`config.mk`:
```
export PLATFORM = sky130hd
export DESIGN_NAME = picfg_top
export DESIGN_NICKNAME = d
export VERILOG_FILES = /design/src/core/picfg_pkg.sv /design/src/core/picfg_top.sv /design/src/core/picfg_pad.sv
export SDC_FILE = /design/constraint.sdc
export NUM_CORES = 1
export LEC_CHECK = 0
export ABC_AREA = 1
export BUFFER_PORTS_ARGS = -buffer_cell sky130_fd_sc_hd__buf_4
export CAP_MARGIN = 20
export CORE_UTILIZATION = 25
export DETAILED_ROUTE_END_ITERATION = 8
export PLACE_DENSITY = 0.53
export SKIP_CTS_REPAIR_TIMING = 1
export SYNTH_ARGS = -nofsm -noshare
export SYNTH_HDL_FRONTEND = slang
export SYNTH_HIERARCHICAL = 1
export SYNTH_SLANG_ARGS = --single-unit
```
`constraint.sdc`:
```
create_clock -name i_ref_clk -period 2.4 [get_ports i_ref_clk]
set_input_delay 0.72 -clock i_ref_clk [delete_from_list [all_inputs] [get_ports i_ref_clk]]
set_output_delay 0.72 -clock i_ref_clk [all_outputs]
set_load 0.05 [all_outputs]
```
`src/core/picfg_pkg.sv`:
```
// Constants and types shared by the pin input and drive configuration block.
package picfg_pkg;

    // =========================================================================
    // Register port widths and pin counts
    // =========================================================================
    localparam int ADDR_W = 8;
    localparam int DATA_W = 8;
    localparam int NUM_INPUT_PINS = 3;
    localparam int NUM_BIDIR_PINS = 8;
    localparam int NUM_DRIVE_REGS = 4;
    localparam int INPUT_MODE_W = 2;
    localparam int DRIVE_STYLE_W = 3;

    // =========================================================================
    // Register offsets within the paged space
    // =========================================================================
    localparam logic [ADDR_W-1:0] ADDR_PAGE_SEL = 8'h00;
    localparam logic [ADDR_W-1:0] ADDR_BOOK_SEL = 8'h7F;
    localparam logic [ADDR_W-1:0] ADDR_INPUT_PIN_MODES = 8'h4D;
    localparam logic [ADDR_W-1:0] ADDR_PINS_ONE_TWO_DRIVE_STYLE = 8'h4F;
    localparam logic [ADDR_W-1:0] ADDR_PINS_THREE_FOUR_DRIVE_STYLE = 8'h50;
    localparam logic [ADDR_W-1:0] ADDR_PINS_FIVE_SIX_DRIVE_STYLE = 8'h51;
    localparam logic [ADDR_W-1:0] ADDR_PINS_SEVEN_EIGHT_DRIVE_STYLE = 8'h52;

    // The configuration registers live only in this book and page.
    localparam logic [DATA_W-1:0] CFG_BOOK = 8'h00;
    localparam logic [DATA_W-1:0] CFG_PAGE = 8'h01;

    // =========================================================================
    // Field positions, encodings and reset values
    // =========================================================================
    localparam int INPUT_PIN_ONE_MODE_LSB = 0;
    localparam int INPUT_PIN_TWO_MODE_LSB = 2;
    localparam int INPUT_PIN_THREE_MODE_LSB = 4;
    localparam int DRIVE_LOWER_LSB = 0;
    localparam int DRIVE_UPPER_LSB = 4;

    localparam logic [INPUT_MODE_W-1:0] MODE_DISABLED = 2'h0;
    localparam logic [INPUT_MODE_W-1:0] MODE_INPUT = 2'h1;
    localparam logic [DRIVE_STYLE_W-1:0] DRIVE_PUSH_PULL = 3'h0;
    localparam logic [DRIVE_STYLE_W-1:0] DRIVE_PUSH_PULL_KEEPER = 3'h1;

    localparam logic [DATA_W-1:0] RESET_PAGE = 8'h00;
    localparam logic [DATA_W-1:0] RESET_BOOK = 8'h00;
    localparam logic [DATA_W-1:0] RESET_INPUT_PIN_MODES = 8'h00;
    localparam logic [DATA_W-1:0] RESET_DRIVE_STYLE = 8'h00;

    // =========================================================================
    // State records
    // =========================================================================
    typedef struct packed {
        logic [DATA_W-1:0] page;
        logic [DATA_W-1:0] book;
        logic [DATA_W-1:0] input_pin_modes;
        logic [NUM_DRIVE_REGS-1:0][DATA_W-1:0] drive;
        logic [DATA_W-1:0] rdata;
        logic rvalid;
        logic [NUM_INPUT_PINS-1:0] in_buf_en;
        logic [NUM_INPUT_PINS-1:0] in_routed;
    } picfg_top_state_t;

    typedef struct packed {
        logic pin_out;
        logic pin_oe_n;
        logic keep_en;
        logic held;
    } picfg_pad_state_t;

endpackage

```
`src/core/picfg_top.sv`:
```
// Pin input mode and output drive style configuration registers with pin control.
//
// Overview of operation
// - Input mode 0 powers the input buffer down.
// - Input mode 1 enables and routes the input.
// - Input modes sit in bits 5-4, 3-2, 1-0.
// - Drive style 0 drives both levels, no keeper.
// - Drive style 1 drives both levels plus keeper.
// - Address 0x4F holds pins two and one.
// - Address 0x50 holds pins four and three.
// - Address 0x51 holds pins six and five.
// - Address 0x52 holds pins eight and seven.
// - Drive registers live in book 0, page 1.
// - Input mode register at 0x4D, resets zero.
module picfg_top (
    input wire logic i_ref_clk,
    input wire logic i_reset_n,
    input wire logic i_reg_wr,
    input wire logic i_reg_rd,
    input wire logic [picfg_pkg::ADDR_W-1:0] i_reg_addr,
    input wire logic [picfg_pkg::DATA_W-1:0] i_reg_wdata,
    output logic [picfg_pkg::DATA_W-1:0] o_reg_rdata,
    output logic o_reg_rvalid,
    input wire logic [picfg_pkg::NUM_INPUT_PINS-1:0] i_input_pin,
    output logic [picfg_pkg::NUM_INPUT_PINS-1:0] o_input_buf_en,
    output logic [picfg_pkg::NUM_INPUT_PINS-1:0] o_input_routed,
    input wire logic [picfg_pkg::NUM_BIDIR_PINS-1:0] i_bidir_out_value,
    input wire logic [picfg_pkg::NUM_BIDIR_PINS-1:0] i_bidir_out_en,
    input wire logic [picfg_pkg::NUM_BIDIR_PINS-1:0] i_bidir_pin_in,
    output logic [picfg_pkg::NUM_BIDIR_PINS-1:0] o_bidir_pin_out,
    output logic [picfg_pkg::NUM_BIDIR_PINS-1:0] o_bidir_pin_oe_n,
    output logic [picfg_pkg::NUM_BIDIR_PINS-1:0] o_bidir_keep_en
);
    import picfg_pkg::*;

    picfg_top_state_t state_reg;
    picfg_top_state_t state_next;

    // =========================================================================
    // Helpers
    // =========================================================================
    function automatic logic in_cfg_page(input logic [DATA_W-1:0] book,
                                         input logic [DATA_W-1:0] page);
        return (book == CFG_BOOK) && (page == CFG_PAGE);
    endfunction

    // Maps an access address to a drive register index; -1 when not one.
    function automatic int drive_index(input logic [ADDR_W-1:0] addr);
        case (addr)
            ADDR_PINS_ONE_TWO_DRIVE_STYLE: drive_index = 0;
            ADDR_PINS_THREE_FOUR_DRIVE_STYLE: drive_index = 1;
            ADDR_PINS_FIVE_SIX_DRIVE_STYLE: drive_index = 2;
            ADDR_PINS_SEVEN_EIGHT_DRIVE_STYLE: drive_index = 3;
            default: drive_index = -1;
        endcase
    endfunction

    // Even pins (numbered from zero) use the lower field, odd pins the upper.
    function automatic logic [DRIVE_STYLE_W-1:0] drive_style_of(
            input logic [NUM_DRIVE_REGS-1:0][DATA_W-1:0] drive, input int pin);
        logic [DATA_W-1:0] r;
        r = drive[pin / 2];
        if (pin % 2 == 1) begin
            drive_style_of = r[DRIVE_UPPER_LSB +: DRIVE_STYLE_W];
        end else begin
            drive_style_of = r[DRIVE_LOWER_LSB +: DRIVE_STYLE_W];
        end
    endfunction

    function automatic logic [INPUT_MODE_W-1:0] input_mode_of(
            input logic [DATA_W-1:0] modes, input int pin);
        logic [INPUT_MODE_W-1:0] m;
        case (pin)
            0: m = modes[INPUT_PIN_ONE_MODE_LSB +: INPUT_MODE_W];
            1: m = modes[INPUT_PIN_TWO_MODE_LSB +: INPUT_MODE_W];
            default: m = modes[INPUT_PIN_THREE_MODE_LSB +: INPUT_MODE_W];
        endcase
        return m;
    endfunction

    function automatic logic [DATA_W-1:0] read_value(input picfg_top_state_t s,
                                                     input logic [ADDR_W-1:0] addr);
        int idx;
        idx = drive_index(addr);
        if (addr == ADDR_PAGE_SEL) begin
            read_value = s.page;
        end else if (addr == ADDR_BOOK_SEL) begin
            read_value = s.book;
        end else if (!in_cfg_page(s.book, s.page)) begin
            read_value = 8'h00;
        end else if (addr == ADDR_INPUT_PIN_MODES) begin
            read_value = s.input_pin_modes;
        end else if (idx >= 0) begin
            read_value = s.drive[idx];
        end else begin
            read_value = 8'h00;
        end
    endfunction

    // =========================================================================
    // Register file and input pin control
    // =========================================================================
    always_comb begin
        int idx;
        logic sel;
        idx = drive_index(i_reg_addr);
        sel = in_cfg_page(state_reg.book, state_reg.page);
        state_next = state_reg;

        // A read in the same cycle as a write returns the value before the write.
        state_next.rvalid = i_reg_rd;
        if (i_reg_rd) begin
            state_next.rdata = read_value(state_reg, i_reg_addr);
        end else begin
            state_next.rdata = 8'h00;
        end

        if (i_reg_wr) begin
            if (i_reg_addr == ADDR_PAGE_SEL) begin
                state_next.page = i_reg_wdata;
            end else if (i_reg_addr == ADDR_BOOK_SEL) begin
                state_next.book = i_reg_wdata;
            // Only reachable in the configuration page.
            end else if (sel && i_reg_addr == ADDR_INPUT_PIN_MODES) begin
                // Full byte kept, reserved bits too.
                state_next.input_pin_modes = i_reg_wdata;
            end else if (sel && idx >= 0) begin
                state_next.drive[idx] = i_reg_wdata;
            end
        end

        for (int k = 0; k < NUM_INPUT_PINS; k++) begin
            // Disabled or reserved modes keep the buffer off.
            // Mode 1 enables and routes the pin.
            if (input_mode_of(state_reg.input_pin_modes, k) == MODE_INPUT) begin
                state_next.in_buf_en[k] = 1'b1;
                state_next.in_routed[k] = i_input_pin[k];
            end else begin
                state_next.in_buf_en[k] = 1'b0;
                state_next.in_routed[k] = 1'b0;
            end
        end
    end

    always_ff @(posedge i_ref_clk) begin
        if (!i_reset_n) begin
            state_reg.page <= RESET_PAGE;
            state_reg.book <= RESET_BOOK;
            // Input mode fields reset to zero.
            state_reg.input_pin_modes <= RESET_INPUT_PIN_MODES;
            state_reg.drive <= {NUM_DRIVE_REGS{RESET_DRIVE_STYLE}};
            state_reg.rdata <= 8'h00;
            state_reg.rvalid <= 1'b0;
            state_reg.in_buf_en <= '0;
            state_reg.in_routed <= '0;
        end else begin
            state_reg <= state_next;
        end
    end

    assign o_reg_rdata = state_reg.rdata;
    assign o_reg_rvalid = state_reg.rvalid;
    assign o_input_buf_en = state_reg.in_buf_en;
    assign o_input_routed = state_reg.in_routed;

    // =========================================================================
    // Bidirectional pin stages
    // =========================================================================
    for (genvar p = 0; p < NUM_BIDIR_PINS; p++) begin : g_pad
        // Pin pairs map onto their registers.
        // Pins five and six from the third register.
        // Pins seven and eight from the fourth register.
        picfg_pad u_pad (
            .i_ref_clk(i_ref_clk),
            .i_reset_n(i_reset_n),
            .i_style(drive_style_of(state_reg.drive, p)),
            .i_out_value(i_bidir_out_value[p]),
            .i_out_en(i_bidir_out_en[p]),
            .i_pin_in(i_bidir_pin_in[p]),
            .o_pin_out(o_bidir_pin_out[p]),
            .o_pin_oe_n(o_bidir_pin_oe_n[p]),
            .o_keep_en(o_bidir_keep_en[p])
        );
    end

    logic cfg_sel;
    assign cfg_sel = in_cfg_page(state_reg.book, state_reg.page);
endmodule

```
`src/core/picfg_pad.sv`:
```
// Output stage of one bidirectional pin with optional bus keeper.
module picfg_pad (
    input wire logic i_ref_clk,
    input wire logic i_reset_n,
    input wire logic [picfg_pkg::DRIVE_STYLE_W-1:0] i_style,
    input wire logic i_out_value,
    input wire logic i_out_en,
    input wire logic i_pin_in,
    output logic o_pin_out,
    output logic o_pin_oe_n,
    output logic o_keep_en
);
    import picfg_pkg::*;

    picfg_pad_state_t state_reg;
    picfg_pad_state_t state_next;

    // =========================================================================
    // Drive and keeper
    // =========================================================================
    always_comb begin
        state_next = state_reg;
        if (i_out_en) begin
            state_next.pin_out = i_out_value;
            state_next.pin_oe_n = 1'b0;
            state_next.keep_en = 1'b0;
            state_next.held = i_out_value;
        end else if (i_style == DRIVE_PUSH_PULL_KEEPER) begin
            // Weak keeper holds the last level.
            // The keeper follows the wire so an outside driver can still win.
            state_next.pin_out = state_reg.held;
            state_next.pin_oe_n = 1'b1;
            state_next.keep_en = 1'b1;
            state_next.held = i_pin_in;
        end else begin
            // Reserved styles behave as plain push-pull, so the wire floats.
            state_next.pin_out = 1'b0;
            state_next.pin_oe_n = 1'b1;
            state_next.keep_en = 1'b0;
            state_next.held = i_pin_in;
        end
    end

    always_ff @(posedge i_ref_clk) begin
        if (!i_reset_n) begin
            state_reg <= '0;
            state_reg.pin_oe_n <= 1'b1;
        end else begin
            state_reg <= state_next;
        end
    end

    assign o_pin_out = state_reg.pin_out;
    assign o_pin_oe_n = state_reg.pin_oe_n;
    assign o_keep_en = state_reg.keep_en;
endmodule

```
==> impl_results.md, run 1 <==
* Via Count at 4,062
* Setup slack, reg-to-reg at 370 ps
* Status: finished, final reports clean
* Final setup violating endpoints at 0
* CP max FO at 8
* Switching share of power at 25.3%
* Fmax at 492 MHz
* Crit path capture type: flip-flop
* Relative slew slack at 66.8%
* Routed WL at 12,200 um
* Post-DP HPWL at 8970 um
* Num CTS Buffers at 9
* Drt first pass iters at 4
* Max reg flops at 56
* Drc violations at 0
* Slew @ Worst Pin at 493 ps
* Critical hold path startpoint: state_reg[53]
* Worst skew pair latency at 350 ps
* Endpoints failing hold at 0
* CTS Buffer Depth at 2
* Yosys warns at 6
* Row count at 48
* Initial Util at 25.9%
* Fin. max-slew vios at 0
* Critical Path AT at 2280 ps
* Int Power at 2.55 mW
* Number of antenna violations at the first check in global routing at 0
* #FFs+latches synth at 103
* Ports at 86
* Sequential share of the synthesized area at 45.5%
* WL per Instance at 12.7 um
* Htree depth at 3
* RSZ-0062 raised after global routing: no
* Post-synth ARST share at 0%
* Vias per cell at 4.24
* Diode count at 0
* # port buffers at 85
* Syn avg cell area at 7.08 um2
* Die Y-Extent at 137 um
* Worst VDD drop at 0.000327 V
* Die X at 137 um
* Syn nets at 687
* Post-synthesis cell type count at 28
* CP required at 2650 ps
* Cells on worst reg2reg path at 7
* Minimum clock period at 2030 ps
* Worst hold path type: flip-flop to flip-flop
* Share of cells above drive strength 1 at 22.1%
* Flop pwr share at 50.9%
* Syn Std Cell Area at 0.00453 mm2
* Hold Path Depth at 2
* Top post-synthesis cells by area: dfxtp_1 (45%), nand2_1 (9.9%), inv_1 (7.8%), nor2_1 (7.2%), o21ai_0 (6.1%)
* Power, Total at 3.41 mW
* First-pass GRT wire length at 19,500 um
* Routed Antenna Nets at 0
* CTS sink cnt at 103
* Vias in the first global route at 3,710
* CORE AREA at 0.0175 mm2
* Ys flop type: dfxtp_1
* Overflow after GRT at 0
* Syn Inst Count at 640
* FF-to-FF Start: state_reg[56]
* Crit path launch type: flip-flop
* Largest area contributor in the netlist: dfxtp_1
* CTS tree: done
* Crit share post-route at 84.6%
* DRT iter0 DRCs at 220
* Pwr dens at 598 mW/mm2
* Combinational share of power at 8.0%
* Hold endpoint: state_reg[53]
* Largest net degree at the start of global routing at 32
* LEAKAGE at 2.52 nW
* Max_cap viols at 0
* Fin nets at 775
* Gpl congestion at 0.827
* Synth cell count leaders: nand2_1 (119), dfxtp_1 (103), inv_1 (94)
* Power share of the clock group at 41.1%
* Post-route setup TNS at 0 ps
* Die area at 0.0187 mm2
* Count leader, synth: nand2_1
* Synth-to-layout area growth at 25.9%
* Clk_skew at 8.69 ps
* CTS root buffer: clkbuf_16
* Switching pwr at 0.863 mW
* Total GRT Usage at 13.8%
* Post-synth top area share at 45.5%
* Critical R2R Capture: state_reg[33]
* WS Path Type: flip-flop to flip-flop
* Count of flip-flops with a built-in enable after synthesis at 0
* Reg clk slew, reported paths at 70 ps
==> placed cells by master (no fill, tap or decap), drive strengths merged <==
cell type	count
inv	103
nand3	42
nor2	102
nor3	13
a21oi	23
and2	3
nor4	4
nand2	135
buf	106
clkinv	1
a31oi	8
clkbuf	11
o21ai	71
nor3b	1
dfxtp	103
nand4	3
or2	1
clkinvlp	2
nand3b	1
==> metal layers <==
metal,share of wire (%),vias to the layer above,track usage [%]
met1,51,1791,19.4
met3,4.7,9,2.63
li1,-,2170,-
met5,0,-,0
met2,43,92,20.4
met4,1.2,0,5.56
==> per-stage QoR <==
stage | area [um2] | hold WS, ps | utilization, % | cells | setup slack, ps
finish | 5710 | 443 | 32.7 | 958 | 369
global route | 5710 | 475 | 32.7 | 958 | 228
CTS | 5710 | 446 | 32.7 | 958 | 399
detailed placement | 5440 | 435 | 31.1 | 942 | 65.2
global placement | 5440 | 433 | 31.1 | 942 | 68.7
floorplan | 4530 | 424 | - | 640 | 360
==> cell families after synthesis <==
group                  after synthesis  share of synthesized area, %
AND/OR/NAND/NOR                    305                          30.5
AO/OA/AOI/OAI                      102                          11.5
flip-flops                         103                          45.5
buffers and inverters              130                          12.5
==> worst max-delay path, stage by stage, from the launching register on <==
cell,delay (ps)
dfxtp_1,310
nor4_1,480
nand4_2,340
nor2_4,190
nand2_2,90
or2_1,330
nor2_1,140
nor2_1,50
==> layout make-up <==
type,instances,area (um2)
Multi-Input combinational cell,407,1900
Tap cell,225,282
Sequential cell,103,2060
Clock inverter,5,41.3
Clock buffer,11,233
Inverter,101,379
Fill cell,1898,11800
Timing Repair Buffer,106,808
==> power by group through the flow <==
stage	clock network, mW	registers (mW)	logic, mW
floorplan	0	1.82	0.0845
global placement	0	1.78	0.274
detailed placement	0	1.78	0.276
CTS	1.46	1.74	0.276
global route	1.53	1.74	0.297
finish	1.40	1.74	0.273
==> how the worst max path moves through the flow <==
stage	startpoint	depth (start not counted)	to
finish	state_reg[56]	7	state_reg[33]
detailed placement	i_reg_addr[0]	11	state_reg[23]
CTS	state_reg[56]	7	state_reg[33]
floorplan	i_reg_addr[1]	12	state_reg[23]
global route	i_reg_addr[2]	11	state_reg[50]
global placement	i_reg_addr[0]	11	state_reg[28]
No activity file was read; power rests on OpenSTA's default activity.
==> run 2, diff against run 1 <==
Settings changed: PLACE_DENSITY 0.53 to 0.55.
Clock period 2.4 ns to 1.85 ns, I/O delays scaled along.
==> impl_results.md, run 2 (synthesis results as in run 1) <==
* LEAKAGE at 2.66 nW
* Vias in the first global route at 3,850
* Ports at 86
* Max reg flops at 56
* WS Path Type: flip-flop to flip-flop
* Crit path launch: state_reg[67]
* CTS sink cnt at 103
* Int Power at 3.56 mW
* DRT iter0 DRCs at 258
* Most frequent cells in the layout: buf_4 (122), nand2_1 (117), dfxtp_1 (103), inv_1 (94), nor2_1 (84)
* Worst hold path type: primary input to flip-flop
* Endpoints failing hold at 0
* Row count at 48
* Final core utilization at 33.8%
* Commonest non-fill, non-tap cell in the layout: buf_4
* Drt first pass iters at 5
* Crit path capture type: flip-flop
* Reg clk slew, reported paths at 70 ps
* Final worst slack at 95.6 ps
* Post-DP HPWL at 9240 um
* Share of cells above drive strength 1 at 25.1%
* Largest net degree at the start of global routing at 25
* Switching share of power at 23.2%
* Pwr dens at 784 mW/mm2
* Gpl congestion at 0.793
* Crit share post-route at 94.8%
* CTS tree: done
* Die X at 137 um
* Htree depth at 3
* Critical R2R Capture: state_reg[46]
* Via Count at 4,156
* Switching pwr at 1.07 mW
* Clk_skew at 10.9 ps
* FF-to-FF Start: state_reg[67]
* Overflow after GRT at 0
* Relative slew slack at 68.6%
* Power share of the clock group at 43.3%
* Fin nets at 792
* Setup slack at placement at -285 ps
* Synth-to-layout area growth at 30.4%
* CP max FO at 16
* CTS Buffer Depth at 2
* WL per Instance at 13.1 um
* Worst skew pair latency at 360 ps
* CP required at 2110 ps
* Minimum clock period at 1750 ps
* Crit path launch type: flip-flop
* Fin. max-slew vios at 0
* Drc violations at 0
* Routed WL at 12,700 um
* Slew @ Worst Pin at 468 ps
* # port buffers at 85
* Total GRT Usage at 14.3%
* Die area at 0.0187 mm2
* Status: finished, final reports clean
* CTS root buffer: clkbuf_16
* Final setup violating endpoints at 0
* Number of antenna violations at the first check in global routing at 0
* Die Y-Extent at 137 um
* Max_cap viols at 0
* Cells on worst reg2reg path at 8
* Flop pwr share at 48.6%
* Initial Util at 25.9%
* Combinational share of power at 8.0%
* Critical path destination: state_reg[46]
* First-pass GRT wire length at 20,000 um
* Critical Path AT at 2010 ps
* Vias per cell at 4.27
* Diode count at 0
* Worst VDD drop at 0.000418 V
* CORE AREA at 0.0175 mm2
* Fmax at 570 MHz
* Num CTS Buffers at 9
* Routed Antenna Nets at 0
* Setup slack, reg-to-reg at 100 ps
* RSZ-0062 raised after global routing: yes
[run 2: per-stage QoR]
step                cells  instance area (um2)  total power [mW]  hold WS (ps)  TNS (ps)
floorplan             640                 4550              2.48           424         0
global placement      956                 5550              2.68           434     -9440
detailed placement    956                 5550              2.68           439    -10210
CTS                   970                 5850              4.71           351         0
global route          973                 5910              4.83           354      -312
finish                973                 5910              4.63           364         0
[run 2: cell type report]
class	instances	area, um2
fillers	1896	11600
multi-input cells	408	1970
repair buffers	122	916
clock inverters	4	72.6
well taps	225	282
inverters	101	382
flip-flops and latches	103	2060
clock buffers	10	229
[run 2: per-layer routing]
layer,wire length [um],track usage [%]
met5,0,0
met3,634,4.30
met2,5840,23.4
met1,6040,18.0
met4,225,4.38
[run 2: critical path: stages, from the launching register on]
cell,delay [ps]
dfxtp_1,330
nor4_2,320
nand4_2,120
buf_4,180
nor3b_4,180
buf_4,170
nand2_4,130
o21ai_1,150
nor2_1,50
[run 2: power by group through the flow]
stage	logic, mW	registers, mW	clock network, mW
global placement	0.373	2.30	0
floorplan	0.112	2.37	0
detailed placement	0.375	2.31	0
CTS	0.375	2.25	2.09
global route	0.406	2.26	2.17
finish	0.372	2.25	2.01
[run 2: worst min path at each step]
| stage | startpoint | cells past startpoint | end |
|---|---|---|---|
| CTS | i_bidir_out_en[6] | 2 | g_pad[6].u_pad/o_pin_oe_n |
| global route | i_bidir_out_en[6] | 2 | g_pad[6].u_pad/o_pin_oe_n |
| floorplan | state_reg[53] | 2 | state_reg[53] |
| finish | i_bidir_out_en[6] | 2 | g_pad[6].u_pad/o_pin_oe_n |
| global placement | state_reg[53] | 2 | state_reg[53] |
| detailed placement | state_reg[54] | 2 | state_reg[54] |
==> run 3, diff against run 2 <==
Settings changed: SYNTH_HIERARCHICAL 1 to unset.
==> impl_results.md, run 3 <==
* RSZ-0062 raised after global routing: yes
* Overflow after GRT at 0
* WL per Instance at 13.0 um
* FF/Latch Area at 0.00206 mm2
* Final core utilization at 33.1%
* CP max FO at 14
* Minimum clock period at 1770 ps
* CORE AREA at 0.0175 mm2
* Ys flop type: dfxtp_1
* Max reg flops at 56
* Met1 Routed Length at 5690 um
* Worst path slowest cell: dfxtp_1
* Max layer used: met4
* Buf+Inv Stages, Crit Path at 1
* Post-DP HPWL at 8530 um
* Worst VDD drop at 0.000447 V
* Yosys warns at 0
* Critical Path Max Stage Delay at 300 ps
* Clk_skew at 8.45 ps
* CTS tree: done
* Count leader, synth: dfxtp_1
* Post-synth top area share at 45.8%
* Htree depth at 3
* Syn Std Cell Area at 0.00451 mm2
* Crit path launch type: flip-flop
* Max_cap viols at 0
* Row count at 48
* Endpoints failing hold at 0
* Drc violations at 0
* Share of cells above drive strength 1 at 29.1%
* Count of flip-flops with a built-in enable after synthesis at 0
* Slew @ Worst Pin at 455 ps
* Fin. max-slew vios at 0
* Pwr dens at 761 mW/mm2
* Worst skew pair latency at 360 ps
* Diode count at 0
* Routed Antenna Nets at 0
* Wire length on met3 at 537 um
* Final setup violating endpoints at 0
* Crit path capture type: flip-flop
* Final worst slack at 76.0 ps
* Number of antenna violations at the first check in global routing at 0
* CTS sink cnt at 103
* DRT iter0 DRCs at 221
* Num CTS Buffers at 9
* Post-synth ARST share at 0%
* Setup slack at placement at -279 ps
* Top post-synthesis cells by area: dfxtp_1 (46%), o21ai_0 (7.9%), nand2_1 (7.5%), buf_4 (6.5%), nor2_1 (5.3%)
* Synth-to-layout area growth at 28.4%
* Total GRT Usage at 13.4%
* Fin nets at 726
* Reg clk slew, reported paths at 70 ps
* Fill count at 1,856
* Sequential share of the synthesized area at 45.8%
* Power, Total at 4.40 mW
* Ports at 86
* Critical Path AT at 2020 ps
* Status: finished, final reports clean
* Gpl congestion at 0.821
* Largest area contributor in the netlist: dfxtp_1
* CTS root buffer: clkbuf_16
* Largest net degree at the start of global routing at 52
* Multi-input logic area at 0.00186 mm2
* Top Family by Delay on Critical Path: simple AND/OR/NAND/NOR gates
* Vias in the first global route at 3,574
* LEAKAGE at 2.46 nW
* Drt first pass iters at 4
* #FFs+latches synth at 103
* Syn Inst Count at 591
* CP Cell Sequence: inv_1 > nand3_1 > nor3_1 > nand3_2 > nor3b_4 > nand2_2 > o21ai_0 > a21oi_1
* First-pass GRT wire length at 18,700 um
* Fmax at 564 MHz
* Syn nets at 638
* Commonest non-fill, non-tap cell in the layout: buf_4
* DR WL met2 at 5390 um
* Routed WL at 11,800 um
* Worst hold path type: primary input to flip-flop
* Die X at 136 um
* # port buffers at 85
* Via Count at 3,903
* Synth cell count leaders: dfxtp_1 (103), nand2_1 (90), o21ai_0 (71)
* Most frequent cells in the layout: buf_4 (129), dfxtp_1 (103), nand2_1 (87), o21ai_0 (71)
* Crit share post-route at 95.9%
* Post-synthesis cell type count at 36
* Die area at 0.0186 mm2
* Initial Util at 25.8%
* CP required at 2090 ps
* Die Y-Extent at 136 um
* Relative slew slack at 69.4%
* CTS Buffer Depth at 2
* Vias per cell at 4.29
* WS Path Type: flip-flop to flip-flop
* Syn avg cell area at 7.62 um2
[run 3: changes by cell type after synthesis, sizes merged]
cell    change
a21oi      +16
buf        +26
clkbuf      +1
clkinv      +1
inv        -33
nand2      -35
nand3       -7
nor2       -30
nor3        -8
nor4        +4
nor4b       +3
o21ai       +6
or2         +7
[run 3: power breakdown]
| group | leakage [nW] | internal, mW | switching, mW |
|---|---|---|---|
| combinational | 1.50 | 0.144 | 0.215 |
| sequential | 0.835 | 2.25 | 0.00741 |
| clock | 0.129 | 0.915 | 0.876 |
[run 3: layer usage]
layer	vias to the layer above	global-route usage [%]
met1	1746	17.5
li1	2051	-
met2	93	21.2
met4	0	5.56
met5	-	0
met3	13	2.80
[run 3: final timing paths]
path,from,cells past startpoint,to,slack (ps)
setup reg to reg,state_reg[57],8,state_reg[28],80
hold reg to reg,g_pad[0].u_pad.state_reg[0],2,g_pad[0].u_pad.o_pin_out,420
hold / removal,i_bidir_out_en[7],2,g_pad[7].u_pad.o_pin_oe_n,370
setup / recovery,state_reg[57],8,state_reg[28],80
[run 3: cell families after synthesis]
| kind of cell | count (synthesis) | synth area share, % |
|---|---|---|
| and+or+nand+nor | 239 | 25.8 |
| AOI/OAI and AO/OA | 124 | 14.2 |
| buffers and inverters | 125 | 14.2 |
| DFF | 103 | 45.8 |
[run 3: cell type report]
class,count,area share (%)
flip-flops and latches,103,35.6
multi-input cells,363,32.1
repair buffers,133,18.1
well taps,225,4.87
inverters,69,4.61
clock buffers,11,4.02
clock inverters,5,0.606
[run 3: stage by stage]
step	setup TNS [ps]	hold WS, ps	std cells	cell area (um2)
2_1_floorplan	0	396	591	4540
3_3_place_gp	-8470	403	889	5460
3_5_place_dp	-8900	401	889	5460
4_1_cts	0	355	905	5730
5_1_grt	-297	359	909	5790
6_report	0	368	909	5790
